[src/logic/rsc_consts.svh]
// Addresses, fields, reset values and timing of the reference control block
`ifndef RSC_CONSTS_SVH
`define RSC_CONSTS_SVH

// ==========================================================================
// Register addresses
`define RSC_A_CUR_TRIM 8'h09
`define RSC_A_CLOCK_RATE_MHZ_CODE 8'h0b
`define RSC_A_SWING 8'h2c
`define RSC_A_GCTRL 8'h75
`define RSC_A_RATE 8'h76
`define RSC_A_IRQ_EN 8'h77
`define RSC_A_IRQ_MASK 8'h78
`define RSC_A_RESET_CMD 8'h79
`define RSC_A_LOOP_DIV 8'h7a
`define RSC_A_DEV_STAT 8'h83
`define RSC_A_GCTRL_RD 8'hc5
`define RSC_A_RATE_RD 8'hc6
`define RSC_A_IRQ_EN_RD 8'hc7
`define RSC_A_IRQ_MASK_RD 8'hc8
`define RSC_A_IRQ_STAT 8'hc9
`define RSC_A_LOOP_DIV_RD 8'hca
`define RSC_A_SWING_RD 8'hd6
`define RSC_A_CUR_TRIM_RD 8'hd9
`define RSC_A_CLOCK_RATE_MHZ_CODE_RD 8'hdb

// ==========================================================================
// Reset values and field masks
`define RSC_RST_GCTRL 8'h00
`define RSC_RST_RATE 8'h26
`define RSC_RST_IRQ 8'h00
`define RSC_RST_LOOP_DIV 8'h1f
`define RSC_RST_CUR_TRIM 8'h10
`define RSC_RST_CLOCK_RATE_MHZ_CODE 16'h0102
`define RSC_RST_SWING 8'h20
`define RSC_M_GCTRL 8'h3f
`define RSC_M_RATE 8'h3f
`define RSC_M_IRQ 8'h07
`define RSC_M_LOOP_DIV 8'h7f
`define RSC_M_CUR_TRIM 8'h1f
`define RSC_M_SWING 8'h3f
`define RSC_M_CLOCK_RATE_MHZ_CODE 16'h01ff
`define RSC_M_DEV_STAT 8'h0f

// ==========================================================================
// Bit positions
`define RSC_B_MCLK 0
`define RSC_B_LOOP 1
`define RSC_B_CAL 2
`define RSC_B_OSC 3
`define RSC_B_LO_OUT 4
`define RSC_B_CLK_OUT 5
`define RSC_I_READY 0
`define RSC_I_RETUNE 1
`define RSC_I_CALDONE 2
`define RSC_B_TIMEOUT 15

// ==========================================================================
// Timing
`define RSC_CAL_TIMEOUT_CYC 16'd4000

`endif

[src/logic/rsc_pkg.sv]
// Types shared by the reference control block
package rsc_pkg;
  typedef enum logic [1:0] {
    RSC_IDLE,
    RSC_RUN,
    RSC_DONE
  } rsc_cal_state_t;

  // Results reported by the analogue calibration engine
  typedef struct packed {
    logic [4:0] cur_trim;
    logic [8:0] clock_rate_mhz_code;
    logic [5:0] swing;
    logic timeout;
  } rsc_cal_result_t;

  // Analogue control outputs
  typedef struct packed {
    logic mclk_en;
    logic loop_en;
    logic osc_en;
    logic lo_out_en;
    logic clk_out_en;
  } rsc_ctrl_t;
endpackage

[src/logic/rsc_regs.sv]
// Reference section control and status register bank
`timescale 1ns/10ps
`include "rsc_consts.svh"

module rsc_regs
  import rsc_pkg::*;
#(
  parameter int unsigned CAL_TIMEOUT = `RSC_CAL_TIMEOUT_CYC
) (
  // Clock and reset
  input wire logic core_clk,
  input wire logic arst_n,
  // Serial register bus, decoded into word accesses
  input wire logic wr_stb,
  input wire logic rd_stb,
  input wire logic [7:0] addr,
  input wire logic [15:0] wdata,
  output logic [15:0] rdata,
  // Analogue side events and results
  input wire logic clk_ready_evt,
  input wire logic cal_finish,
  input wire rsc_cal_result_t cal_result,
  input wire logic [3:0] osc_indicators,
  // Controls to the analogue side
  output rsc_ctrl_t ctrl,
  output logic cal_start,
  output logic [5:0] clock_rate_mhz,
  output logic [6:0] loop_divide_value,
  output logic [4:0] cur_trim,
  output logic [8:0] clock_rate_mhz_code,
  output logic [5:0] swing_code,
  output logic interrupt_request_low
);

  // The run counter is 16 bits and must be able to reach the limit
  if (CAL_TIMEOUT < 1 || CAL_TIMEOUT > 65535) begin : g_bad_timeout
    $error("CAL_TIMEOUT out of range");
  end

  // ========================================================================
  // Storage
  logic [7:0] gctrl_q;
  logic [7:0] rate_q;
  logic [7:0] irq_en_q;
  logic [7:0] irq_mask_q;
  logic [7:0] irq_stat_q;
  logic [7:0] loop_div_q;
  logic [7:0] cur_trim_q;
  logic [15:0] clock_rate_mhz_q;
  logic [7:0] swing_q;
  logic [3:0] ind_s1_q;
  logic [3:0] ind_s2_q;
  logic [3:0] ind_s3_q;
  logic [3:0] ind_q;
  logic [2:0] ready_sync_q;
  logic ready_prev_q;
  rsc_cal_state_t cal_st_q;
  logic [15:0] cal_cnt_q;
  logic [15:0] rdata_q;

  logic soft_rst;
  logic wr_gctrl;
  logic cal_trig;
  logic cal_end;
  logic cal_to;
  logic cal_abort;
  logic [7:0] evt;
  logic [7:0] latch;
  logic stat_rd;

  assign soft_rst = wr_stb && addr == `RSC_A_RESET_CMD;
  assign wr_gctrl = wr_stb && addr == `RSC_A_GCTRL;
  // Trigger honoured only with loop and clock bits in the same write
  assign cal_trig = wr_gctrl && wdata[`RSC_B_CAL] && wdata[`RSC_B_LOOP]
    && wdata[`RSC_B_MCLK] && cal_st_q != RSC_RUN;
  // A write that drops clock or loop stops a running calibration at once
  assign cal_abort = wr_gctrl && !(wdata[`RSC_B_MCLK] && wdata[`RSC_B_LOOP]);
  assign cal_to = cal_st_q == RSC_RUN
    && cal_cnt_q == 16'(CAL_TIMEOUT);
  assign cal_end = cal_st_q == RSC_RUN && (cal_finish || cal_to);
  assign stat_rd = rd_stb && addr == `RSC_A_IRQ_STAT;

  // ========================================================================
  // Events: clock ready from the analogue side, debounced into this domain
  always_ff @(posedge core_clk or negedge arst_n) begin
    if (!arst_n) begin
      ready_sync_q <= 3'h0;
      ready_prev_q <= 1'b0;
    end else begin
      ready_sync_q <= {ready_sync_q[1:0], clk_ready_evt};
      if (ready_sync_q[2] == ready_sync_q[1]) begin
        ready_prev_q <= ready_sync_q[2];
      end
    end
  end

  always_comb begin
    evt = 8'h00;
    evt[`RSC_I_READY] = ready_sync_q[2] && ready_sync_q[1] && !ready_prev_q
      && gctrl_q[`RSC_B_MCLK];
    evt[`RSC_I_CALDONE] = cal_end;
    evt[`RSC_I_RETUNE] = cal_to || (cal_end && cal_result.timeout);
  end

  assign latch = evt & irq_en_q & `RSC_M_IRQ;

  // ========================================================================
  // Control register and calibration bit
  always_ff @(posedge core_clk or negedge arst_n) begin
    if (!arst_n) begin
      gctrl_q <= `RSC_RST_GCTRL;
    end else if (soft_rst) begin
      gctrl_q <= `RSC_RST_GCTRL;
    end else if (wr_gctrl) begin
      gctrl_q <= wdata[7:0] & `RSC_M_GCTRL & ~(8'h01 << `RSC_B_CAL);
      gctrl_q[`RSC_B_CAL] <= cal_trig
        || (cal_st_q == RSC_RUN && !cal_end && !cal_abort);
    end else if (cal_end) begin
      gctrl_q[`RSC_B_CAL] <= 1'b0;
    end
  end

  // ========================================================================
  // Calibration sequencer
  always_ff @(posedge core_clk or negedge arst_n) begin
    if (!arst_n) begin
      cal_st_q <= RSC_IDLE;
      cal_cnt_q <= 16'h0000;
    end else if (soft_rst || cal_abort || !gctrl_q[`RSC_B_MCLK]
        || !gctrl_q[`RSC_B_LOOP]) begin
      cal_st_q <= cal_trig ? RSC_RUN : RSC_IDLE;
      cal_cnt_q <= 16'h0000;
    end else begin
      unique case (cal_st_q)
        RSC_IDLE: begin
          if (cal_trig) begin
            cal_st_q <= RSC_RUN;
          end
          cal_cnt_q <= 16'h0000;
        end
        RSC_RUN: begin
          cal_cnt_q <= cal_cnt_q + 16'h0001;
          if (cal_end) begin
            cal_st_q <= RSC_DONE;
          end
        end
        RSC_DONE: begin
          cal_st_q <= cal_trig ? RSC_RUN : RSC_IDLE;
          cal_cnt_q <= 16'h0000;
        end
      endcase
    end
  end

  // ========================================================================
  // Plain write registers
  always_ff @(posedge core_clk or negedge arst_n) begin
    if (!arst_n) begin
      rate_q <= `RSC_RST_RATE;
      irq_mask_q <= `RSC_RST_IRQ;
      loop_div_q <= `RSC_RST_LOOP_DIV;
    end else if (soft_rst) begin
      rate_q <= `RSC_RST_RATE;
      irq_mask_q <= `RSC_RST_IRQ;
      loop_div_q <= `RSC_RST_LOOP_DIV;
    end else if (wr_stb) begin
      // Writes accepted regardless of main clock enable
      unique case (addr)
        `RSC_A_RATE: rate_q <= wdata[7:0] & `RSC_M_RATE;
        `RSC_A_IRQ_MASK: irq_mask_q <= wdata[7:0] & `RSC_M_IRQ;
        `RSC_A_LOOP_DIV: loop_div_q <= wdata[7:0] & `RSC_M_LOOP_DIV;
        default: begin
        end
      endcase
    end
  end

  // ========================================================================
  // Interrupt enable, status and request
  always_ff @(posedge core_clk or negedge arst_n) begin
    if (!arst_n) begin
      irq_en_q <= `RSC_RST_IRQ;
    end else if (soft_rst) begin
      irq_en_q <= `RSC_RST_IRQ;
    end else if (wr_stb && addr == `RSC_A_IRQ_EN) begin
      irq_en_q <= wdata[7:0] & `RSC_M_IRQ & ~latch;
    end else begin
      irq_en_q <= irq_en_q & ~latch;
    end
  end

  always_ff @(posedge core_clk or negedge arst_n) begin
    if (!arst_n) begin
      irq_stat_q <= 8'h00;
    end else if (soft_rst) begin
      irq_stat_q <= 8'h00;
    end else if (stat_rd) begin
      irq_stat_q <= latch;
    end else begin
      irq_stat_q <= irq_stat_q | latch;
    end
  end

  assign interrupt_request_low = ~|(irq_stat_q & irq_mask_q);

  // ========================================================================
  // Calibration codes
  always_ff @(posedge core_clk or negedge arst_n) begin
    if (!arst_n) begin
      cur_trim_q <= `RSC_RST_CUR_TRIM;
      clock_rate_mhz_q <= `RSC_RST_CLOCK_RATE_MHZ_CODE;
      swing_q <= `RSC_RST_SWING;
    end else if (soft_rst) begin
      cur_trim_q <= `RSC_RST_CUR_TRIM;
      clock_rate_mhz_q <= `RSC_RST_CLOCK_RATE_MHZ_CODE;
      swing_q <= `RSC_RST_SWING;
    end else begin
      if (wr_stb && addr == `RSC_A_CUR_TRIM) begin
        cur_trim_q <= wdata[7:0] & `RSC_M_CUR_TRIM;
      end
      if (wr_stb && addr == `RSC_A_SWING) begin
        swing_q <= wdata[7:0] & `RSC_M_SWING;
      end
      if (wr_stb && addr == `RSC_A_CLOCK_RATE_MHZ_CODE) begin
        clock_rate_mhz_q <= wdata & `RSC_M_CLOCK_RATE_MHZ_CODE;
      end else if (cal_trig) begin
        clock_rate_mhz_q[`RSC_B_TIMEOUT] <= 1'b0;
      end
      if (cal_end) begin
        cur_trim_q <= {3'h0, cal_result.cur_trim};
        swing_q <= {2'h0, cal_result.swing};
        clock_rate_mhz_q <= {cal_to || cal_result.timeout, 6'h00,
          cal_result.clock_rate_mhz_code};
      end
    end
  end

  // ========================================================================
  // Oscillator indicators from the analogue side
  always_ff @(posedge core_clk or negedge arst_n) begin
    if (!arst_n) begin
      ind_s1_q <= 4'h0;
      ind_s2_q <= 4'h0;
      ind_s3_q <= 4'h0;
      ind_q <= 4'h0;
    end else begin
      ind_s1_q <= osc_indicators;
      ind_s2_q <= ind_s1_q;
      ind_s3_q <= ind_s2_q;
      if (ind_s2_q == ind_s3_q) begin
        ind_q <= ind_s3_q;
      end
    end
  end

  // ========================================================================
  // Readback
  always_ff @(posedge core_clk or negedge arst_n) begin
    if (!arst_n) begin
      rdata_q <= 16'h0000;
    end else if (rd_stb) begin
      unique case (addr)
        `RSC_A_GCTRL_RD: rdata_q <= {8'h00, gctrl_q};
        `RSC_A_RATE_RD: rdata_q <= {8'h00, rate_q};
        `RSC_A_IRQ_EN_RD: rdata_q <= {8'h00, irq_en_q};
        `RSC_A_IRQ_MASK_RD: rdata_q <= {8'h00, irq_mask_q};
        `RSC_A_IRQ_STAT: rdata_q <= {8'h00, irq_stat_q};
        `RSC_A_LOOP_DIV_RD: rdata_q <= {8'h00, loop_div_q};
        `RSC_A_DEV_STAT: rdata_q <= {12'h000, ind_q};
        `RSC_A_CUR_TRIM_RD: rdata_q <= {8'h00, cur_trim_q};
        `RSC_A_SWING_RD: rdata_q <= {8'h00, swing_q};
        `RSC_A_CLOCK_RATE_MHZ_CODE_RD: rdata_q <= clock_rate_mhz_q;
        default: rdata_q <= 16'h0000;
      endcase
    end
  end

  assign rdata = rdata_q;

  // ========================================================================
  // Analogue controls; the ctrl enables gated by the main clock enable, the code outputs not
  always_comb begin
    ctrl.mclk_en = gctrl_q[`RSC_B_MCLK];
    ctrl.loop_en = gctrl_q[`RSC_B_MCLK] && gctrl_q[`RSC_B_LOOP];
    ctrl.osc_en = gctrl_q[`RSC_B_MCLK] && gctrl_q[`RSC_B_OSC];
    ctrl.lo_out_en = gctrl_q[`RSC_B_MCLK] && gctrl_q[`RSC_B_LO_OUT];
    ctrl.clk_out_en = gctrl_q[`RSC_B_MCLK] && gctrl_q[`RSC_B_CLK_OUT];
  end

  assign cal_start = cal_st_q == RSC_RUN;
  assign clock_rate_mhz = rate_q[5:0];
  assign loop_divide_value = loop_div_q[6:0];
  assign cur_trim = cur_trim_q[4:0];
  assign clock_rate_mhz_code = clock_rate_mhz_q[8:0];
  assign swing_code = swing_q[5:0];

endmodule

[config.mk]
export PLATFORM = sky130hd
export DESIGN_NAME = rsc_regs
export DESIGN_NICKNAME = d
export VERILOG_FILES = /design/src/logic/rsc_pkg.sv /design/src/logic/rsc_regs.sv
export VERILOG_INCLUDE_DIRS = /design/src /design/src/logic
export SDC_FILE = /design/constraint.sdc
export NUM_CORES = 1
export LEC_CHECK = 0
export BUFFER_PORTS_ARGS = -buffer_cell sky130_fd_sc_hd__buf_4
export CAP_MARGIN = 40
export CORE_MARGIN = 1.5
export CORE_UTILIZATION = 60
export CTS_BUF_LIST = sky130_fd_sc_hd__clkbuf_8
export DETAILED_ROUTE_END_ITERATION = 6
export GPL_TIMING_DRIVEN = 0
export PLACE_DENSITY = 0.87
export SKIP_LAST_GASP = 1
export SLEW_MARGIN = 30
export SYNTH_ARGS = -nofsm -noshare
export SYNTH_HDL_FRONTEND = slang
export SYNTH_SLANG_ARGS = --single-unit
[constraint.sdc]
create_clock -name core_clk -period 4.8 [get_ports core_clk]
set_input_delay 0.24 -clock core_clk [delete_from_list [all_inputs] [get_ports core_clk]]
set_output_delay 0.24 -clock core_clk [all_outputs]
set_load 0.03 [all_outputs]
==> metrics.txt <==
# TYPE chip_impl_metric gauge
chip_impl_metric{name="whs",unit="ns"} 0.0749
chip_impl_metric{name="placementRows",unit=""} 32
chip_impl_info{name="sequence_of_cells_on_the_critical_path",value="or4b_4 -> nor4_4 -> o21ai_4 -> buf_2 -> nor2_1 -> a211oi_1"} 1
chip_impl_metric{name="cts_made_buffers",unit=""} 9
chip_impl_metric{name="clock_latency",unit="ns"} 0.38
chip_impl_metric{name="first_pass_iters",unit=""} 5
chip_impl_metric{name="core_area",unit="um^2"} 7850
chip_impl_metric{name="wl_per_cell",unit="um"} 19.3
chip_impl_metric{name="number_of_antenna_violations_at_the_first_check_in_global_routing",unit=""} 0
chip_impl_metric{name="ios",unit=""} 111
chip_impl_metric{name="route.vias.total",unit=""} 4327
chip_impl_metric{name="clkSlewWorstSetupHoldPaths",unit="ns"} 0.10
chip_impl_metric{name="cts_sinks",unit=""} 97
chip_impl_metric{name="syn_avg_cell_area",unit="um^2"} 10.1
chip_impl_metric{name="dp.final_hpwl",unit="um"} 10000
chip_impl_metric{name="synth.cell_area",unit="um^2"} 4960
chip_impl_metric{name="drv_slew",unit=""} 0
chip_impl_metric{name="syn-instance-count",unit=""} 493
chip_impl_info{name="startpoint_type",value="register"} 1
chip_impl_metric{name="synth.lib_cells_used.distinct",unit=""} 57
chip_impl_info{name="timing.critical_path.max_delay_family",value="simple AND/OR/NAND/NOR gates"} 1
chip_impl_metric{name="globalplace.congestion",unit=""} 0.938
chip_impl_metric{name="global_route.usage.total",unit="%"} 33.1
chip_impl_info{name="leading_cell_type_in_the_layout_fill_and_taps_excluded",value="sky130_fd_sc_hd__buf_4"} 1
chip_impl_metric{name="async_flop_share",unit="%"} 100
chip_impl_metric{name="power_density",unit="nW/um^2"} 284
chip_impl_metric{name="timing_hold_violations_final",unit=""} 0
chip_impl_info{name="reg_to_reg_start",value="cal_cnt_q[3]"} 1
chip_impl_metric{name="fin_skew",unit="ns"} 0.00889
chip_impl_metric{name="max_stage_delay",unit="ns"} 0.58
chip_impl_metric{name="timing.final.setup_violations",unit=""} 0
chip_impl_metric{name="vdd_drop_max",unit="V"} 0.000224
chip_impl_metric{name="total_leakage_power",unit="nW"} 2.91
chip_impl_metric{name="yosys_warnings",unit=""} 0
chip_impl_metric{name="number_of_inserted_diodes",unit=""} 0
chip_impl_info{name="synth_flop_cell",value="sky130_fd_sc_hd__dfrtp_1"} 1
chip_impl_metric{name="fin_setup_tns",unit="ns"} 0
chip_impl_metric{name="min_clock_period_post_route",unit="ns"} 2.16
chip_impl_metric{name="detailed_place.area",unit="um^2"} 5810
chip_impl_metric{name="io_buffer_count",unit=""} 93
chip_impl_metric{name="finalCritPeriodShare",unit="%"} 45.1
chip_impl_metric{name="fmax",unit="MHz"} 462
chip_impl_info{name="rsz0062_at_grt",value="false"} 1
chip_impl_info{name="status",value="completed"} 1
chip_impl_metric{name="critPathBufInv",unit=""} 1
chip_impl_metric{name="wirelength",unit="um"} 13900
chip_impl_info{name="worstSetupPathType",value="register to register"} 1
chip_impl_metric{name="drt_iter0_markers",unit=""} 357
chip_impl_info{name="startpoint",value="cal_cnt_q[3]"} 1
chip_impl_metric{name="die_w",unit="um"} 93.9
chip_impl_metric{name="cts_h_tree_depth",unit=""} 3
chip_impl_metric{name="grt_first_pass_wirelength",unit="um"} 21900
chip_impl_metric{name="routed_via_density",unit=""} 6.03
chip_impl_metric{name="critical_path.max_fanout",unit=""} 10
chip_impl_metric{name="final_instance_area",unit="um^2"} 6090
chip_impl_metric{name="tightest_slew",unit="ns"} 0.632
chip_impl_info{name="hold_path_startpoint",value="cal_result[20]"} 1
chip_impl_metric{name="pin_count_of_the_biggest_net_entering_global_routing",unit=""} 98
chip_impl_metric{name="design.die.area",unit="um^2"} 8820
chip_impl_metric{name="grt_pass1_vias",unit=""} 4256
chip_impl_metric{name="cp_data_required_time",unit="ns"} 5.04
chip_impl_metric{name="synth_edf_count",unit=""} 0
chip_impl_info{name="most-common-layout-cells",value="sky130_fd_sc_hd__buf_4 (108), sky130_fd_sc_hd__dfrtp_1 (85), sky130_fd_sc_hd__nor2_1 (65)"} 1
chip_impl_metric{name="post_cts_resized",unit=""} 0
chip_impl_metric{name="cts-root-to-sink-buffers",unit=""} 2
chip_impl_metric{name="flow.area_growth_from_synthesis",unit="%"} 22.9
chip_impl_metric{name="antenna_left",unit=""} 0
chip_impl_metric{name="synth.yosys.seq_area_share",unit="%"} 49.3
chip_impl_metric{name="fin_nets",unit=""} 669
chip_impl_metric{name="chipHeight",unit="um"} 93.9
chip_impl_metric{name="relSlewSlack",unit="%"} 57.9
chip_impl_metric{name="grt_overflow",unit=""} 0
chip_impl_metric{name="max_cap_violations",unit=""} 0
chip_impl_metric{name="drc_violation_count_after_routing",unit=""} 0
chip_impl_info{name="clockRootBuffer",value="sky130_fd_sc_hd__clkbuf_8"} 1
chip_impl_info{name="holdCritPathClass",value="input port to register"} 1
chip_impl_metric{name="floorplan.initialDensity",unit="%"} 63.2
chip_impl_info{name="tritoncts",value="done"} 1
chip_impl_info{name="critPathSlowestCell",value="sky130_fd_sc_hd__or4b_4"} 1
chip_impl_info{name="end_kind",value="register"} 1
chip_impl_metric{name="layout-drive-gt1-share",unit="%"} 27.3
chip_impl_metric{name="ys_ff_latch",unit=""} 97
chip_impl_metric{name="cp_data_arrival_time",unit="ns"} 2.40
-- logic make-up (layout without fill, tap and decap cells) --
family,count (synthesis),count (layout),share of synthesized area [%]
other cells,1,6,0.0756
simple gates,182,182,18.7
fa+ha+maj,3,3,0.757
buf+inv,58,176,6.08
compound gates,94,94,13.6
mux,40,40,8.35
flops,97,97,49.3
xor+xnor,18,18,3.18
-- area by class of cell --
| cell class | count | area, um^2 |
|---|---|---|
| multi-input cells | 343 | 2230 |
| clock buffers | 9 | 124 |
| repair buffers | 102 | 805 |
| fillers | 550 | 1760 |
| clock inverters | 7 | 60.1 |
| plain buffers | 43 | 245 |
| inverters | 15 | 56.3 |
| flip-flops and latches | 97 | 2440 |
| well taps | 102 | 128 |
-- worst register-to-register path, cell delays in order (launching register included) --
cell	delay, ns
sky130_fd_sc_hd__dfrtp_1	0.43
sky130_fd_sc_hd__or4b_4	0.58
sky130_fd_sc_hd__nor4_4	0.41
sky130_fd_sc_hd__o21ai_4	0.17
sky130_fd_sc_hd__buf_2	0.23
sky130_fd_sc_hd__nor2_1	0.14
sky130_fd_sc_hd__a211oi_1	0.07
-- report_power, final --
group | total, mW | switching, mW | internal [mW]
registers | 0.925 | 0.0446 | 0.881
clock network | 0.515 | 0.316 | 0.199
logic | 0.290 | 0.163 | 0.127
total | 1.73 | 0.524 | 1.21
-- repair_timing --
action / 4_1_cts / 5_1_grt
hold buffers: 6 / 0
hold endpoints to repair: 69 / 0
buffers inserted: 0 / 0
setup endpoints to repair: 0 / 0
-- final timing paths --
path / end / depth (start not counted) / slack, ns
worst max-delay path: clock_rate_mhz_q[4] / 6 / 2.64
worst min-delay path: cur_trim_q[4] / 3 / 0.07
worst max register to register: clock_rate_mhz_q[4] / 6 / 2.64
worst min register to register: ind_s2_q[2] / 0 / 0.36
max in group asynchronous: rate_q[5] / 3 / 3.82
min in group asynchronous: rdata[1] / 2 / 0.33
-- registers in the layout, summed over array words and instances, names as in the netlist, 3 cells and up --
| register | cells |
|---|---|
| clock_rate_mhz_q | 10 |
| irq_mask_q | 3 |
| ind_s3_q | 4 |
| ind_s1_q | 4 |
| irq_en_q | 3 |
| gctrl_q | 6 |
| cal_cnt_q | 16 |
| ready_sync_q | 3 |
| ind_q | 4 |
| rdata | 10 |
| rate_q | 6 |
| cur_trim_q | 5 |
| ind_s2_q | 4 |
| loop_div_q | 7 |
| swing_q | 6 |
| irq_stat_q | 3 |
-- synthesized netlist by cell type, types with 2 or more instances --
library cell | number | area share (%)
sky130_fd_sc_hd__dfrtp_1 | 85 | 43
sky130_fd_sc_hd__a221oi_1 | 6 | 1.1
sky130_fd_sc_hd__a22o_1 | 4 | 0.71
sky130_fd_sc_hd__nand3_1 | 19 | 1.9
sky130_fd_sc_hd__buf_4 | 16 | 2.4
sky130_fd_sc_hd__nor3b_1 | 4 | 0.61
sky130_fd_sc_hd__a22oi_1 | 12 | 1.8
sky130_fd_sc_hd__nand2b_1 | 2 | 0.25
sky130_fd_sc_hd__and3b_1 | 2 | 0.35
sky130_fd_sc_hd__buf_2 | 6 | 0.61
sky130_fd_sc_hd__nand2_1 | 35 | 2.7
sky130_fd_sc_hd__ha_1 | 3 | 0.76
sky130_fd_sc_hd__and4_1 | 3 | 0.53
sky130_fd_sc_hd__mux2i_1 | 29 | 5.9
sky130_fd_sc_hd__inv_1 | 14 | 1.1
sky130_fd_sc_hd__o2bb2ai_1 | 6 | 1.1
sky130_fd_sc_hd__nand4b_1 | 2 | 0.35
sky130_fd_sc_hd__nor4bb_1 | 2 | 0.40
sky130_fd_sc_hd__dfstp_2 | 12 | 6.4
sky130_fd_sc_hd__a21oi_1 | 21 | 2.1
sky130_fd_sc_hd__a211oi_1 | 14 | 2.1
sky130_fd_sc_hd__nor2b_1 | 6 | 0.76
sky130_fd_sc_hd__xnor2_1 | 5 | 0.88
sky130_fd_sc_hd__nor3_1 | 7 | 0.71
sky130_fd_sc_hd__clkbuf_1 | 16 | 1.2
sky130_fd_sc_hd__and3_1 | 8 | 1.0
sky130_fd_sc_hd__mux2_2 | 11 | 2.5
sky130_fd_sc_hd__buf_6 | 2 | 0.45
sky130_fd_sc_hd__a211oi_2 | 4 | 1.0
sky130_fd_sc_hd__and2_1 | 10 | 1.3
sky130_fd_sc_hd__buf_1 | 2 | 0.15
sky130_fd_sc_hd__nor4_1 | 3 | 0.38
sky130_fd_sc_hd__nand4_1 | 5 | 0.63
sky130_fd_sc_hd__o21ai_0 | 16 | 1.6
sky130_fd_sc_hd__nand3b_1 | 3 | 0.45
sky130_fd_sc_hd__nor2_1 | 65 | 4.9
sky130_fd_sc_hd__xor2_1 | 13 | 2.3
-- through the flow --
| step | setup WS [ns] | util [%] | power [mW] | std cells |
|---|---|---|---|---|
| 2_1_floorplan | 2.91 | - | 1.09 | 498 |
| 3_3_place_gp | 2.66 | 73.9 | 1.21 | 693 |
| 4_1_cts | 2.66 | 77.1 | 1.73 | 715 |
| 3_5_place_dp | 2.69 | 74.0 | 1.22 | 693 |
| 6_report | 2.64 | 77.6 | 1.73 | 718 |
| 5_1_grt | 2.55 | 77.6 | 1.79 | 718 |
-- metal layers --
layer / global-route usage (%) / up-vias / share of wire, %
met2: 51.2 / 236 / 46
met3: 4.94 / 32 / 8.0
met1: 47.1 / 2093 / 43
met5: 0 / - / 0
met4: 13.1 / 0 / 2.7
li1: - / 1966 / -
No activity file was read; power rests on OpenSTA's default activity.
